### src/dram_ctrl_defs.svh
// timing counts and field positions for the dram host controller
`ifndef DRAM_CTRL_DEFS_SVH
`define DRAM_CTRL_DEFS_SVH

// ****************************************************************
// clock and conversion
// ****************************************************************
`define CLK_MHZ          100
`define CYC_MIN(ns)      (((ns) * `CLK_MHZ + 999) / 1000)
`define CYC_MAX(ns)      (((ns) * `CLK_MHZ) / 1000)

// ****************************************************************
// strobe timing in ns, slowest speed grade
// ****************************************************************
`define T_RP_NS          150
`define T_RAS_NS         200
`define T_RCD_NS         30
`define T_RAC_NS         200
`define T_CWL_NS         100
`define T_CP_NS          105
`define T_RAS_MAX_NS     10000
`define T_REF_NS         2000000
`define T_INIT_NS        100000

// ****************************************************************
// derived cycle counts
// ****************************************************************
`define RP_CYC           `CYC_MIN(`T_RP_NS)
`define RAS_CYC          `CYC_MIN(`T_RAS_NS)
`define RCD_CYC          `CYC_MIN(`T_RCD_NS)
`define RAC_CYC          `CYC_MIN(`T_RAC_NS)
`define CWL_CYC          `CYC_MIN(`T_CWL_NS)
`define CP_CYC           `CYC_MIN(`T_CP_NS)
`define RAS_MAX_CYC      `CYC_MAX(`T_RAS_MAX_NS)
`define PAGE_LIMIT_CYC   (`RAS_MAX_CYC / 2)
`define SYNC_LAT         4
`define COL_WAIT_CYC     (`RAC_CYC - `RCD_CYC + `SYNC_LAT)
`define REF_ROWS         128
`define REF_INT_CYC      `CYC_MAX(`T_REF_NS / `REF_ROWS)
`define INIT_PAUSE_CYC   `CYC_MIN(`T_INIT_NS)
`define INIT_RAS_CYCLES  8

// ****************************************************************
// address fields
// ****************************************************************
`define MA_W             7
`define ROW_LSB          0
`define COL_LSB          7
`define WORD_ADDR_W      14

`endif

### src/dram_ctrl_pkg.sv
// types shared by the dram host controller modules
package dram_ctrl_pkg;

   typedef enum logic [2:0] {
      ST_IDLE = 3'h0,
      ST_ROW  = 3'h1,
      ST_COL  = 3'h3,
      ST_WRT  = 3'h2,
      ST_CPRE = 3'h6,
      ST_PAGE = 3'h7,
      ST_PRE  = 3'h5,
      ST_REF  = 3'h4
   } ctrl_state_e;

   typedef enum logic [1:0] {
      PH_PAUSE = 2'h0,
      PH_WARM  = 2'h1,
      PH_RUN   = 2'h3
   } sched_phase_e;

   typedef enum logic [1:0] {
      OP_READ  = 2'h0,
      OP_WRITE = 2'h1,
      OP_RMW   = 2'h2
   } op_e;

endpackage : dram_ctrl_pkg

### src/refresh_if.sv
// refresh request carrier between scheduler and strobe sequencer
`timescale 1ns/100ps
interface refresh_if;
   logic ref_req;
   logic ref_ack;
   logic init_done;

   modport sched (output ref_req, output init_done, input ref_ack);
   modport ctrl  (input ref_req, input init_done, output ref_ack);
endinterface : refresh_if

### src/refresh_sched.sv
// power-up pause, warm-up cycles and periodic refresh requests
`timescale 1ns/100ps
`include "dram_ctrl_defs.svh"
module refresh_sched #(
   parameter int unsigned INIT_PAUSE_CYC = `INIT_PAUSE_CYC
) (
   input  wire logic clock,
   input  wire logic nrst,
   refresh_if.sched  rif
);

   typedef struct packed {
      dram_ctrl_pkg::sched_phase_e phase;
      logic [15:0]                 cnt;
      logic [3:0]                  done_cnt;
      logic                        ref_req;
      logic                        init_done;
   } sched_s;

   sched_s r_ff;
   sched_s nxt_r;

   // ****************************************************************
   // next state
   // ****************************************************************
   always_comb begin
      nxt_r = r_ff;
      nxt_r.cnt = r_ff.cnt + 16'h0001;
      if (rif.ref_ack) begin
         nxt_r.ref_req = 1'b0;
      end
      unique case (r_ff.phase)
         dram_ctrl_pkg::PH_PAUSE: begin
            if (r_ff.cnt == 16'(INIT_PAUSE_CYC - 1)) begin
               nxt_r.phase = dram_ctrl_pkg::PH_WARM;
               nxt_r.cnt   = 16'h0000;
            end
         end
         dram_ctrl_pkg::PH_WARM: begin
            nxt_r.cnt = 16'h0000;
            if (rif.ref_ack) begin
               nxt_r.done_cnt = r_ff.done_cnt + 4'h1;
            end
            if (nxt_r.done_cnt == 4'(`INIT_RAS_CYCLES)) begin
               nxt_r.phase     = dram_ctrl_pkg::PH_RUN;
               nxt_r.init_done = 1'b1;
            end else if (!r_ff.ref_req && !rif.ref_ack) begin
               nxt_r.ref_req = 1'b1;
            end
         end
         dram_ctrl_pkg::PH_RUN: begin
            if (r_ff.cnt == 16'(`REF_INT_CYC - 1)) begin
               nxt_r.cnt     = 16'h0000;
               nxt_r.ref_req = 1'b1;
            end
         end
         default: begin
            nxt_r.phase = dram_ctrl_pkg::PH_PAUSE;
            nxt_r.cnt   = 16'h0000;
         end
      endcase
   end

   always_ff @(posedge clock or negedge nrst) begin
      if (!nrst) begin
         r_ff <= '{phase: dram_ctrl_pkg::PH_PAUSE, default: '0};
      end else begin
         r_ff <= nxt_r;
      end
   end

   assign rif.ref_req   = r_ff.ref_req;
   assign rif.init_done = r_ff.init_done;

endmodule : refresh_sched

### src/dram_host_ctrl.sv
// strobe sequencer that drives a 16k x 1 multiplexed-address dram
`timescale 1ns/100ps
`include "dram_ctrl_defs.svh"
module dram_host_ctrl #(
   parameter int unsigned INIT_PAUSE_CYC = `INIT_PAUSE_CYC
) (
   input  wire logic                       clock,
   input  wire logic                       nrst,
   input  wire logic                       req_valid,
   input  wire dram_ctrl_pkg::op_e         req_op,
   input  wire logic [`WORD_ADDR_W-1:0]    req_addr,
   input  wire logic                       req_wdata,
   output logic                            req_ready,
   output logic                            rsp_valid,
   output logic                            rsp_rdata,
   output logic                            init_done,
   output logic                            ras_n,
   output logic                            cas_n,
   output logic                            we_n,
   output logic [`MA_W-1:0]                multiplexed_address_lines,
   output logic                            data_to_mem,
   input  wire logic                       data_from_mem
);

   typedef struct packed {
      dram_ctrl_pkg::ctrl_state_e state;
      logic [4:0]                 cnt;
      logic [9:0]                 ras_cnt;
      dram_ctrl_pkg::op_e         op;
      logic [`WORD_ADDR_W-1:0]    addr;
      logic                       wdata;
      logic                       pend;
      logic [`MA_W-1:0]           ref_row;
      logic [`MA_W-1:0]           open_row;
      logic                       ras_n;
      logic                       cas_n;
      logic                       we_n;
      logic [`MA_W-1:0]           ma;
      logic                       d;
      logic                       ready;
      logic                       rsp_valid;
      logic                       rdata;
      logic                       q1;
      logic                       q2;
      logic                       q3;
      logic                       q_stable;
      logic                       ref_ack;
   } ctrl_s;

   ctrl_s            r_ff;
   ctrl_s            nxt_r;
   logic             accept;
   logic             open_col;
   logic             close_col;
   logic [`MA_W-1:0] nxt_row;
   logic [`MA_W-1:0] nxt_col;

   refresh_if rif ();

   refresh_sched #(
      .INIT_PAUSE_CYC (INIT_PAUSE_CYC)
   ) u_sched (
      .clock (clock),
      .nrst  (nrst),
      .rif   (rif)
   );

   // ****************************************************************
   // next state
   // ****************************************************************
   always_comb begin
      nxt_r     = r_ff;
      open_col  = 1'b0;
      close_col = 1'b0;
      accept    = req_valid && r_ff.ready;
      // three-stage pin synchroniser for the data output pin
      nxt_r.q1 = data_from_mem;
      nxt_r.q2 = r_ff.q1;
      nxt_r.q3 = r_ff.q2;
      if (r_ff.q2 == r_ff.q3) begin
         nxt_r.q_stable = r_ff.q3;
      end
      nxt_r.rsp_valid = 1'b0;
      nxt_r.ref_ack   = 1'b0;
      if (r_ff.cnt != 5'h00) begin
         nxt_r.cnt = r_ff.cnt - 5'h01;
      end
      if (!r_ff.ras_n && r_ff.ras_cnt != 10'h3FF) begin
         nxt_r.ras_cnt = r_ff.ras_cnt + 10'h001;
      end
      // a taken request is held until the sequencer can run it
      if (accept) begin
         nxt_r.op    = req_op;
         nxt_r.addr  = req_addr;
         nxt_r.wdata = req_wdata;
         nxt_r.pend  = 1'b1;
      end
      nxt_row = nxt_r.addr[`ROW_LSB +: `MA_W];
      nxt_col = nxt_r.addr[`COL_LSB +: `MA_W];

      unique case (r_ff.state)
         dram_ctrl_pkg::ST_IDLE: begin
            if (rif.ref_req) begin
               // row-strobe-only refresh, column strobe stays high
               nxt_r.state   = dram_ctrl_pkg::ST_REF;
               nxt_r.ref_ack = 1'b1;
               nxt_r.ras_n   = 1'b0;
               nxt_r.ma      = r_ff.ref_row;
               nxt_r.cnt     = 5'(`RAS_CYC - 1);
            end else if (nxt_r.pend) begin
               nxt_r.state    = dram_ctrl_pkg::ST_ROW;
               nxt_r.pend     = 1'b0;
               nxt_r.ras_n    = 1'b0;
               nxt_r.ras_cnt  = 10'h000;
               nxt_r.ma       = nxt_row;
               nxt_r.open_row = nxt_row;
               nxt_r.cnt      = 5'(`RCD_CYC - 1);
            end
         end
         dram_ctrl_pkg::ST_ROW: begin
            if (r_ff.cnt == 5'h00) begin
               open_col = 1'b1;
            end
         end
         dram_ctrl_pkg::ST_COL: begin
            if (r_ff.cnt == 5'h00) begin
               if (r_ff.op != dram_ctrl_pkg::OP_WRITE) begin
                  // sampled only after full access time, never in a write
                  nxt_r.rdata = nxt_r.q_stable;
               end
               if (r_ff.op == dram_ctrl_pkg::OP_RMW) begin
                  // late write after the read bit is out
                  nxt_r.state = dram_ctrl_pkg::ST_WRT;
                  nxt_r.we_n  = 1'b0;
                  nxt_r.d     = r_ff.wdata;
                  nxt_r.cnt   = 5'(`CWL_CYC - 1);
               end else begin
                  close_col = 1'b1;
               end
            end
         end
         dram_ctrl_pkg::ST_WRT: begin
            if (r_ff.cnt == 5'h00) begin
               close_col = 1'b1;
            end
         end
         dram_ctrl_pkg::ST_CPRE: begin
            if (r_ff.cnt == 5'h00) begin
               nxt_r.state = dram_ctrl_pkg::ST_PAGE;
            end
         end
         dram_ctrl_pkg::ST_PAGE: begin
            if (nxt_r.pend && !rif.ref_req && nxt_row == r_ff.open_row
                && r_ff.ras_cnt < 10'(`PAGE_LIMIT_CYC)) begin
               nxt_r.pend = 1'b0;
               open_col   = 1'b1;
            end else begin
               // write line already high here, so read hold is met
               nxt_r.ras_n = 1'b1;
               nxt_r.state = dram_ctrl_pkg::ST_PRE;
               nxt_r.cnt   = 5'(`RP_CYC - 1);
            end
         end
         dram_ctrl_pkg::ST_REF: begin
            nxt_r.cas_n = 1'b1;
            if (r_ff.cnt == 5'h00) begin
               nxt_r.ras_n   = 1'b1;
               nxt_r.ref_row = r_ff.ref_row + 7'h01;
               nxt_r.state   = dram_ctrl_pkg::ST_PRE;
               nxt_r.cnt     = 5'(`RP_CYC - 1);
            end
         end
         dram_ctrl_pkg::ST_PRE: begin
            if (r_ff.cnt == 5'h00) begin
               nxt_r.state = dram_ctrl_pkg::ST_IDLE;
            end
         end
      endcase

      if (open_col) begin
         nxt_r.state = dram_ctrl_pkg::ST_COL;
         nxt_r.ma    = nxt_col;
         nxt_r.cas_n = 1'b0;
         // wait covers both row and column access paths
         nxt_r.cnt   = 5'(`COL_WAIT_CYC - 1);
         if (nxt_r.op == dram_ctrl_pkg::OP_WRITE) begin
            nxt_r.we_n = 1'b0;
            nxt_r.d    = nxt_r.wdata;
         end else begin
            nxt_r.we_n = 1'b1;
         end
      end
      if (close_col) begin
         // column strobe high ends the bit on the data output
         nxt_r.cas_n     = 1'b1;
         nxt_r.we_n      = 1'b1;
         nxt_r.rsp_valid = 1'b1;
         nxt_r.state     = dram_ctrl_pkg::ST_CPRE;
         nxt_r.cnt       = 5'(`CP_CYC - 1);
      end
      nxt_r.ready = (nxt_r.state == dram_ctrl_pkg::ST_IDLE && !nxt_r.pend
                     && rif.init_done && !rif.ref_req)
                    || (nxt_r.state == dram_ctrl_pkg::ST_PAGE && !nxt_r.pend);
   end

   // ****************************************************************
   // state register
   // ****************************************************************
   always_ff @(posedge clock or negedge nrst) begin
      if (!nrst) begin
         r_ff <= '{state: dram_ctrl_pkg::ST_IDLE, op: dram_ctrl_pkg::OP_READ,
                   ras_n: 1'b1, cas_n: 1'b1, we_n: 1'b1, default: '0};
      end else begin
         r_ff <= nxt_r;
      end
   end

   // ****************************************************************
   // outputs
   // ****************************************************************
   assign rif.ref_ack               = r_ff.ref_ack;
   assign req_ready                 = r_ff.ready;
   assign rsp_valid                 = r_ff.rsp_valid;
   assign rsp_rdata                 = r_ff.rdata;
   assign init_done                 = rif.init_done;
   assign ras_n                     = r_ff.ras_n;
   assign cas_n                     = r_ff.cas_n;
   assign we_n                      = r_ff.we_n;
   assign multiplexed_address_lines = r_ff.ma;
   assign data_to_mem               = r_ff.d;

endmodule : dram_host_ctrl

### config.mk
export PLATFORM = sky130hd
export DESIGN_NAME = dram_host_ctrl
export DESIGN_NICKNAME = d
export VERILOG_FILES = /design/src/dram_ctrl_pkg.sv /design/src/refresh_if.sv /design/src/refresh_sched.sv /design/src/dram_host_ctrl.sv
export VERILOG_INCLUDE_DIRS = /design/src /design/src/src
export SDC_FILE = /design/constraint.sdc
export NUM_CORES = 1
export LEC_CHECK = 0
export BUFFER_PORTS_ARGS = -buffer_cell sky130_fd_sc_hd__buf_2
export CELL_PAD_IN_SITES_DETAIL_PLACEMENT = 2
export CELL_PAD_IN_SITES_GLOBAL_PLACEMENT = 2
export CORE_ASPECT_RATIO = 0.75
export CORE_MARGIN = 2
export CORE_UTILIZATION = 39
export CTS_CLUSTER_SIZE = 8
export DETAILED_ROUTE_END_ITERATION = 8
export MAX_ROUTING_LAYER = met4
export PLACE_DENSITY_LB_ADDON = 0.1
export SLEW_MARGIN = 30
export SYNTH_ARGS = -nofsm -noshare
export SYNTH_HDL_FRONTEND = slang
export SYNTH_SLANG_ARGS = --single-unit
export TNS_END_PERCENT = 30
### constraint.sdc
create_clock -name clock -period 2.9 [get_ports clock]
set_clock_uncertainty 0.2 [all_clocks]
set_input_delay 0.58 -clock clock [delete_from_list [all_inputs] [get_ports clock]]
set_output_delay 0.58 -clock clock [all_outputs]
set_load 0.05 [all_outputs]
* After elaboration in Yosys (flattened, before gate mapping)
Cells that the tools add are included.
** Cells by class
- Add/sub/neg operators :: 5
- Multipliers :: 0
- Divide/modulo/power cells :: 0
- Magnitude comparators :: 1
- Equality and inequality tests :: 24
- Shift operators :: 0
- Muxes and demuxes :: 61
- Bitwise logic cells :: 2
- Reduce and logical (&&, ||, !) cells :: 35
** Operators with widths (count)
- 2-to-1 mux 8 bit :: 7
- 2-to-1 mux 18 bit :: 3
- 2-to-1 mux 10 bit :: 4
- case mux 16 bit (2 select lines) :: 1
- 2-to-1 mux 1 bit :: 27
- 2-to-1 mux 7 bit :: 3
- case mux 5 bit (4 select lines) :: 1
- case mux 3 bit (6 select lines) :: 1
- nonzero test 3 bit :: 6
- adder 16 x 1 -> 16 bit (second input constant) :: 1
- == test 16 x 11 -> 1 bit (second input constant) :: 1
- == test 16 x 14 -> 1 bit (second input constant) :: 1
- 2-to-1 mux 16 bit :: 1
- == test 3 bit (second input constant) :: 5
- AND reduction 3 bit :: 4
- adder 10 x 1 -> 10 bit (second input constant) :: 1
- logical AND 1 bit :: 10
- < comparator 10 x 9 -> 1 bit (second input constant) :: 1
- != test 10 bit (second input constant) :: 1
- 2-to-1 mux 4 bit :: 2
- case mux 1 bit (2 select lines) :: 4
- adder 7 x 1 -> 7 bit (second input constant) :: 1
- == test 7 bit :: 1
- == test 3 x 2 -> 1 bit (second input constant) :: 2
- other kinds (25) :: 39
** Word-level totals
- Register bits :: 93
- Latch bits :: 0
- Bits in writable memories :: 0
- ROM bits :: 0
- Input port bits :: 21
- Output and inout bits :: 15
- Word-level logic and storage cells :: 155
- Memories :: 0

* Logic depth before layout (Yosys ltp)
- Depth in word-level cells :: 14
- Depth in mapped cells :: 10
- Mapped depth without buffers :: 9

* By module
Synthesis repeated with hierarchy kept, for this count alone.
** Unflattened totals
- Cell total of the unflattened synthesis :: 500
- Area total of the unflattened synthesis :: 5146.2 um2
** Modules (own cells, without submodules)
- dram_host_ctrl :: times used 1, cells each 368, area an instance 3626.0 um2, sequential area each 1730.4 um2
- refresh_sched :: times used 1, cells each 132, area an instance 1520.2 um2, sequential area each 600.6 um2

* Worst setup path after synthesis
No wires, ideal clock.
- Path type :: flip-flop to flip-flop
- Start point :: register r_ff (netlist bit req_ready)
- End point :: register r_ff (netlist bit multiplexed_address_lines[3])
- Setup time :: 0.125 ns
- Arrival :: 2.281 ns
- Data required time :: 2.575 ns
- Path slack :: 0.294 ns
- Stages on the path, launching flop included :: 8
- Path buffers :: 1
- Period minus slack after synthesis :: 2.606 ns
- Cells stage by stage :: dfrtp_1 -> and2_1 -> buf_6 -> a2111oi_2 -> nor2_1 -> nor4_4 -> or2_2 -> mux2_2
** Between the ends
- Longest elaborated chain between the ends :: 9
- Elaborated cells on any way between the ends :: 15
- Classes of those cells :: 1 x eq/ne; 7 x mux; 7 x reduce/logical
** Ends and longest elaborated chain
- start, declared :: line dram_host_ctrl.sv:50 : ctrl_s r_ff;
- start signal, assigned :: line dram_host_ctrl.sv:211 : r_ff <= '{state: dram_ctrl_pkg::ST_IDLE, op: dram_ctrl_pkg::OP_READ,
- start signal, assigned :: line dram_host_ctrl.sv:214 : r_ff <= nxt_r;
- logical AND 1 bit (*) :: line dram_host_ctrl.sv:75 : accept = req_valid && r_ff.ready;
- 2-to-1 mux 18 bit (*) :: line dram_host_ctrl.sv:92 : if (accept) begin
- == test 7 bit or logical AND 1 bit (tied branches) :: line dram_host_ctrl.sv:153 : if (nxt_r.pend && !rif.ref_req && nxt_row == r_ff.open_row
- logical AND 1 bit (2 in series) :: line dram_host_ctrl.sv:153
- 2-to-1 mux 1 bit :: line dram_host_ctrl.sv:153
- case mux 1 bit (2 select lines) :: line dram_host_ctrl.sv:101 : unique case (r_ff.state)
- nonzero test 3 bit (no source line) or nonzero test 2 bit (tied branches)
- AND reduction 2 bit (no source line)
Every way passes the cells marked *; elsewhere a longest branch is shown, timed or not. The select of a mux whose other input is x is not followed.
A chain may end at the register's enable or synchronous reset.

* Worst setup path after layout
- Start point :: register r_ff[61] in the netlist's numbering
- End point :: register r_ff (netlist bit rsp_rdata)
** Between the ends
- Longest elaborated chain between the ends :: 2
** Ends and longest elaborated chain
- logical NOT 5 bit :: line dram_host_ctrl.sv:126 : if (r_ff.cnt == 5'h00) begin
- AND reduction 3 bit (no source line)
No other way between the ends.

==> metrics.md <==
| Metric | Value |
|---|---|
| Outcome | completed |
| Post-synth EDFFs | 0 |
| Clock power share | 33.2% |
| Gate power share | a little over a quarter |
| Final Hold Fails | 0 |
| Vias in the first global route | between 3000 and 4000 |
| Initial core utilization | 40.6% |
| Mapped Nets | 504 |
| Synthesized-area fraction occupied by adder cells | 2.83% |
| Largest net degree at the start of global routing | 65 |
| Min Tclk post-route | 2750 ps |
| Top post-synthesis cells by area | dfrtp_1 (47%), nor2_1 (5.0%), xnor2_1 (4.0%), xor2_1 (3.7%), mux2_2 (3.1%) |
| Dpl ws | about 33 ps |
| Switching Share | 33.4% |
| Synthesized area per cell | 10.1 um2 |
| CTS clock-pin slew for the worst setup and hold paths | 60 ps |
| Period utilisation layout | 94.8% |
| # rows | 34 |
| Seq cells post-synth | 93 |
| Routed wire length per instance | roughly 19 um |
| Fillcell total | 1232 |
| Reg2Reg Setup Slack | between 150 and 200 ps |
| Peak supply drop | roughly 320 uV |
| Seq pwr share | 40.0% |
| Pins Over Slew Limit | 0 |
| Top cell type's share of synthesized area | 47.1% |
| I/O pin cnt | 36 |
| Share of layout cells above drive strength 1 | ~19% |
| Overflow after GRT | 0 |
| Remaining antenna violation count | 0 |
| Max Cap Viol | 0 |
| F_max | about 360 MHz |
| CP required | 2930 ps |
| Overall Global Routing Usage | 21.2% |
| CTS tree | yes |
| Fin worst setup slack | approximately 150 ps |
| Drt first pass iters | 5 |
| Die height | 99.9 um |
| Yosys cell types | 61 |
| Mux cell area share after synthesis | 7.27% |
| DP Wirelength | 9100 um |
| Initial antenna violation count | 0 |
| Die Area | 13200 um2 |
| Mapped cell area | 4780 um2 |
| Compound-Gate Fraction of Synth Area | 10.8% |
| CTS buffer count | 9 |
| Internal | 0.00289 W |
| Post-route core utilization | 47.0% |
| Setup crit end kind | flip-flop |
| Drt drc | 0 |
| Worst EP arrival | 2780 ps |
| Worst hold path type | in2reg |
| Post-synthesis simple-gate area fraction | 18.3% |
| Max FO, Critical Path | 12 |
| Syn Inst Count | 473 |
| Cell taking the most area after synthesis | dfrtp_1 |
| N_diodes | 0 |
| Core ar. | 11800 um2 |
| Synth Warn # | 0 |
| 1st-iter DRT viols | approximately 140 |
| RD Place Congestion | 0.818 |
| Placed Cells | 660 |
| Via Count | 3603 |
| Largest family of logic cells by synthesized area | simple AND/OR/NAND/NOR gates |
| Slew headroom | 61.3% |
| Ys async rst share | 100% |
| I/O Buffers | 35 |
| P_leak | 2.62 nW |
| WL final | 12700 um |
| Global-route wire length before repair | 21400 um |
| Deepest clock path buffer count | 2 |
| Fin area | 5530 um2 |
| Startpoint Class | flip-flop |
| Via density | 5.32 |
| Area after DPL | 5160 um2 |
| Final Non-Filler Cells | about 680 |
| Main synth FF type | dfrtp_1 |
| Clk_lat worst skew | 340 ps |
| Post-synthesis sequential area ratio | between 40% and 50% |
| PwrDens | just under 800 nW/um2 |
| Kind of critical path | reg2reg |
| Worst Max-Slew Pin Slew | 578 ps |
| Switching pwr | 0.00145 W |
| Final Setup Violations | 0 |
| Synth Area in XOR/XNOR | 7.69% |
| Die W | 132 um |
| H-tree depth | 3 |
| WHS | 147 ps |
| CTS Root Cell | clkbuf_16 |
| Final nets | 541 |
| P&R area growth vs syn | 15.7% |
| CTS Sinks | 93 |
==> final timing paths <==
path,startpoint,endpoint,depth (start not counted)
worst min register to register,nxt_r[3],nxt_r[2],0
worst max register to register,r_ff[61],rsp_rdata,8
worst max-delay path,r_ff[61],rsp_rdata,8
min in group asynchronous,nrst,r_ff[42],2
worst min-delay path,data_from_mem,nxt_r[3],1
max in group asynchronous,nrst,ras_n,3
==> cell type report <==
cell class                 count  area, um2  share of cell area (%)
clock inverter                 6        134                    2.42
tap                          162        203                    3.66
sequential                    93       2330                    42.1
multi-input combinational    333       2240                    40.5
inverter                      22       82.6                    1.49
timing repair buffer          51        313                    5.65
clock buffer                  10        229                    4.14
==> cell usage after synthesis, types with 3 or more instances <==
cell type / count
a31oi_1: 4
o21bai_1: 3
xor2_1: 20
and3_1: 12
nor2b_1: 4
nand2_1: 31
mux2_2: 13
buf_4: 7
or2_2: 3
nand3_1: 15
dfstp_2: 3
a21o_1: 4
o22ai_1: 3
nand2b_1: 6
xnor2_1: 22
nand4_1: 7
inv_1: 21
nor3_1: 8
nor4_1: 4
clkbuf_1: 15
ha_1: 10
nor2_1: 64
and2_1: 3
dfrtp_1: 90
a21oi_1: 27
o21ai_0: 16
mux2i_1: 10
mux2_4: 6
and4_1: 3
==> routing by layer <==
| metal | track usage (%) | up-vias | share of wire [%] |
|---|---|---|---|
| met5 | - | - | 0 |
| met4 | 4.85 | 0 | 0.50 |
| met3 | 4.09 | 7 | 2.5 |
| met2 | 32.8 | 48 | 46 |
| met1 | 29.1 | 1848 | 51 |
| li1 | - | 1700 | - |
==> state kept, by name, summed over array words and instances, names as in the netlist <==
name	flops
u_sched.rif.ref_req	1
rif.ref_ack	1
ras_n	1
req_ready	1
rsp_rdata	1
u_sched.r_ff	22
nxt_r	2
rsp_valid	1
r_ff	52
multiplexed_address_lines	7
we_n	1
data_to_mem	1
cas_n	1
u_sched.rif.init_done	1
==> cells in the final DEF, fill, tap and decap left out, types with 6 or more instances in the layout <==
| cell | instances |
|---|---|
| mux2_4 | 6 |
| and3_1 | 12 |
| a21oi_1 | 27 |
| nor2_1 | 64 |
| buf_2 | 34 |
| mux2_2 | 13 |
| nand2b_1 | 6 |
| xor2_1 | 20 |
| dfrtp_1 | 90 |
| nand2_1 | 31 |
| inv_1 | 21 |
| nand4_1 | 7 |
| clkbuf_16 | 9 |
| nand3_1 | 15 |
| xnor2_1 | 22 |
| o21ai_0 | 16 |
| buf_4 | 15 |
| ha_1 | 10 |
| nor3_1 | 8 |
| mux2i_1 | 10 |
==> power by group through the flow <==
stage	registers [W]	logic (W)	clock network (W)
floorplan	0.00177	0.000830	0
global placement	0.00174	0.00111	0
detailed placement	0.00175	0.00116	0
CTS	0.00174	0.00118	0.00148
global route	0.00176	0.00130	0.00153
finish	0.00174	0.00116	0.00144
==> worst max-delay path, stage by stage, from the launching register on <==
cell       delay [ps]
dfrtp_1           440
inv_1             110
ha_1              240
nor4b_4           290
inv_2              70
buf_4             190
a2111oi_1         580
buf_4             210
mux2_2            310
==> logic make-up (layout without fill, tap and decap cells) <==
logic type                 Yosys count  after routing
AOI/OAI and AO/OA                   79             79
and+or+nand+nor                    171            171
buffers and inverters               47             89
xor gates and xnor gates            42             42
muxes                               30             30
adders and majority gates           11             11
DFF                                 93             93
==> metrics by stage <==
stage,total power [W],TNS [ps]
2_1_floorplan,0.00260,0
3_3_place_gp,0.00284,0
3_5_place_dp,0.00291,0
4_1_cts,0.00440,0
5_1_grt,0.00459,-15.0
6_report,0.00434,0
==> what timing repair did <==
item | CTS | global route
gates resized for setup | 0 | 1
endpoints found under the hold margin | 27 | 0
hold buffers | 1 | 0
setup endpoints to repair | 0 | 1
setup buffers | 0 | 0
Note: power is estimated with default switching activity, not from simulation.
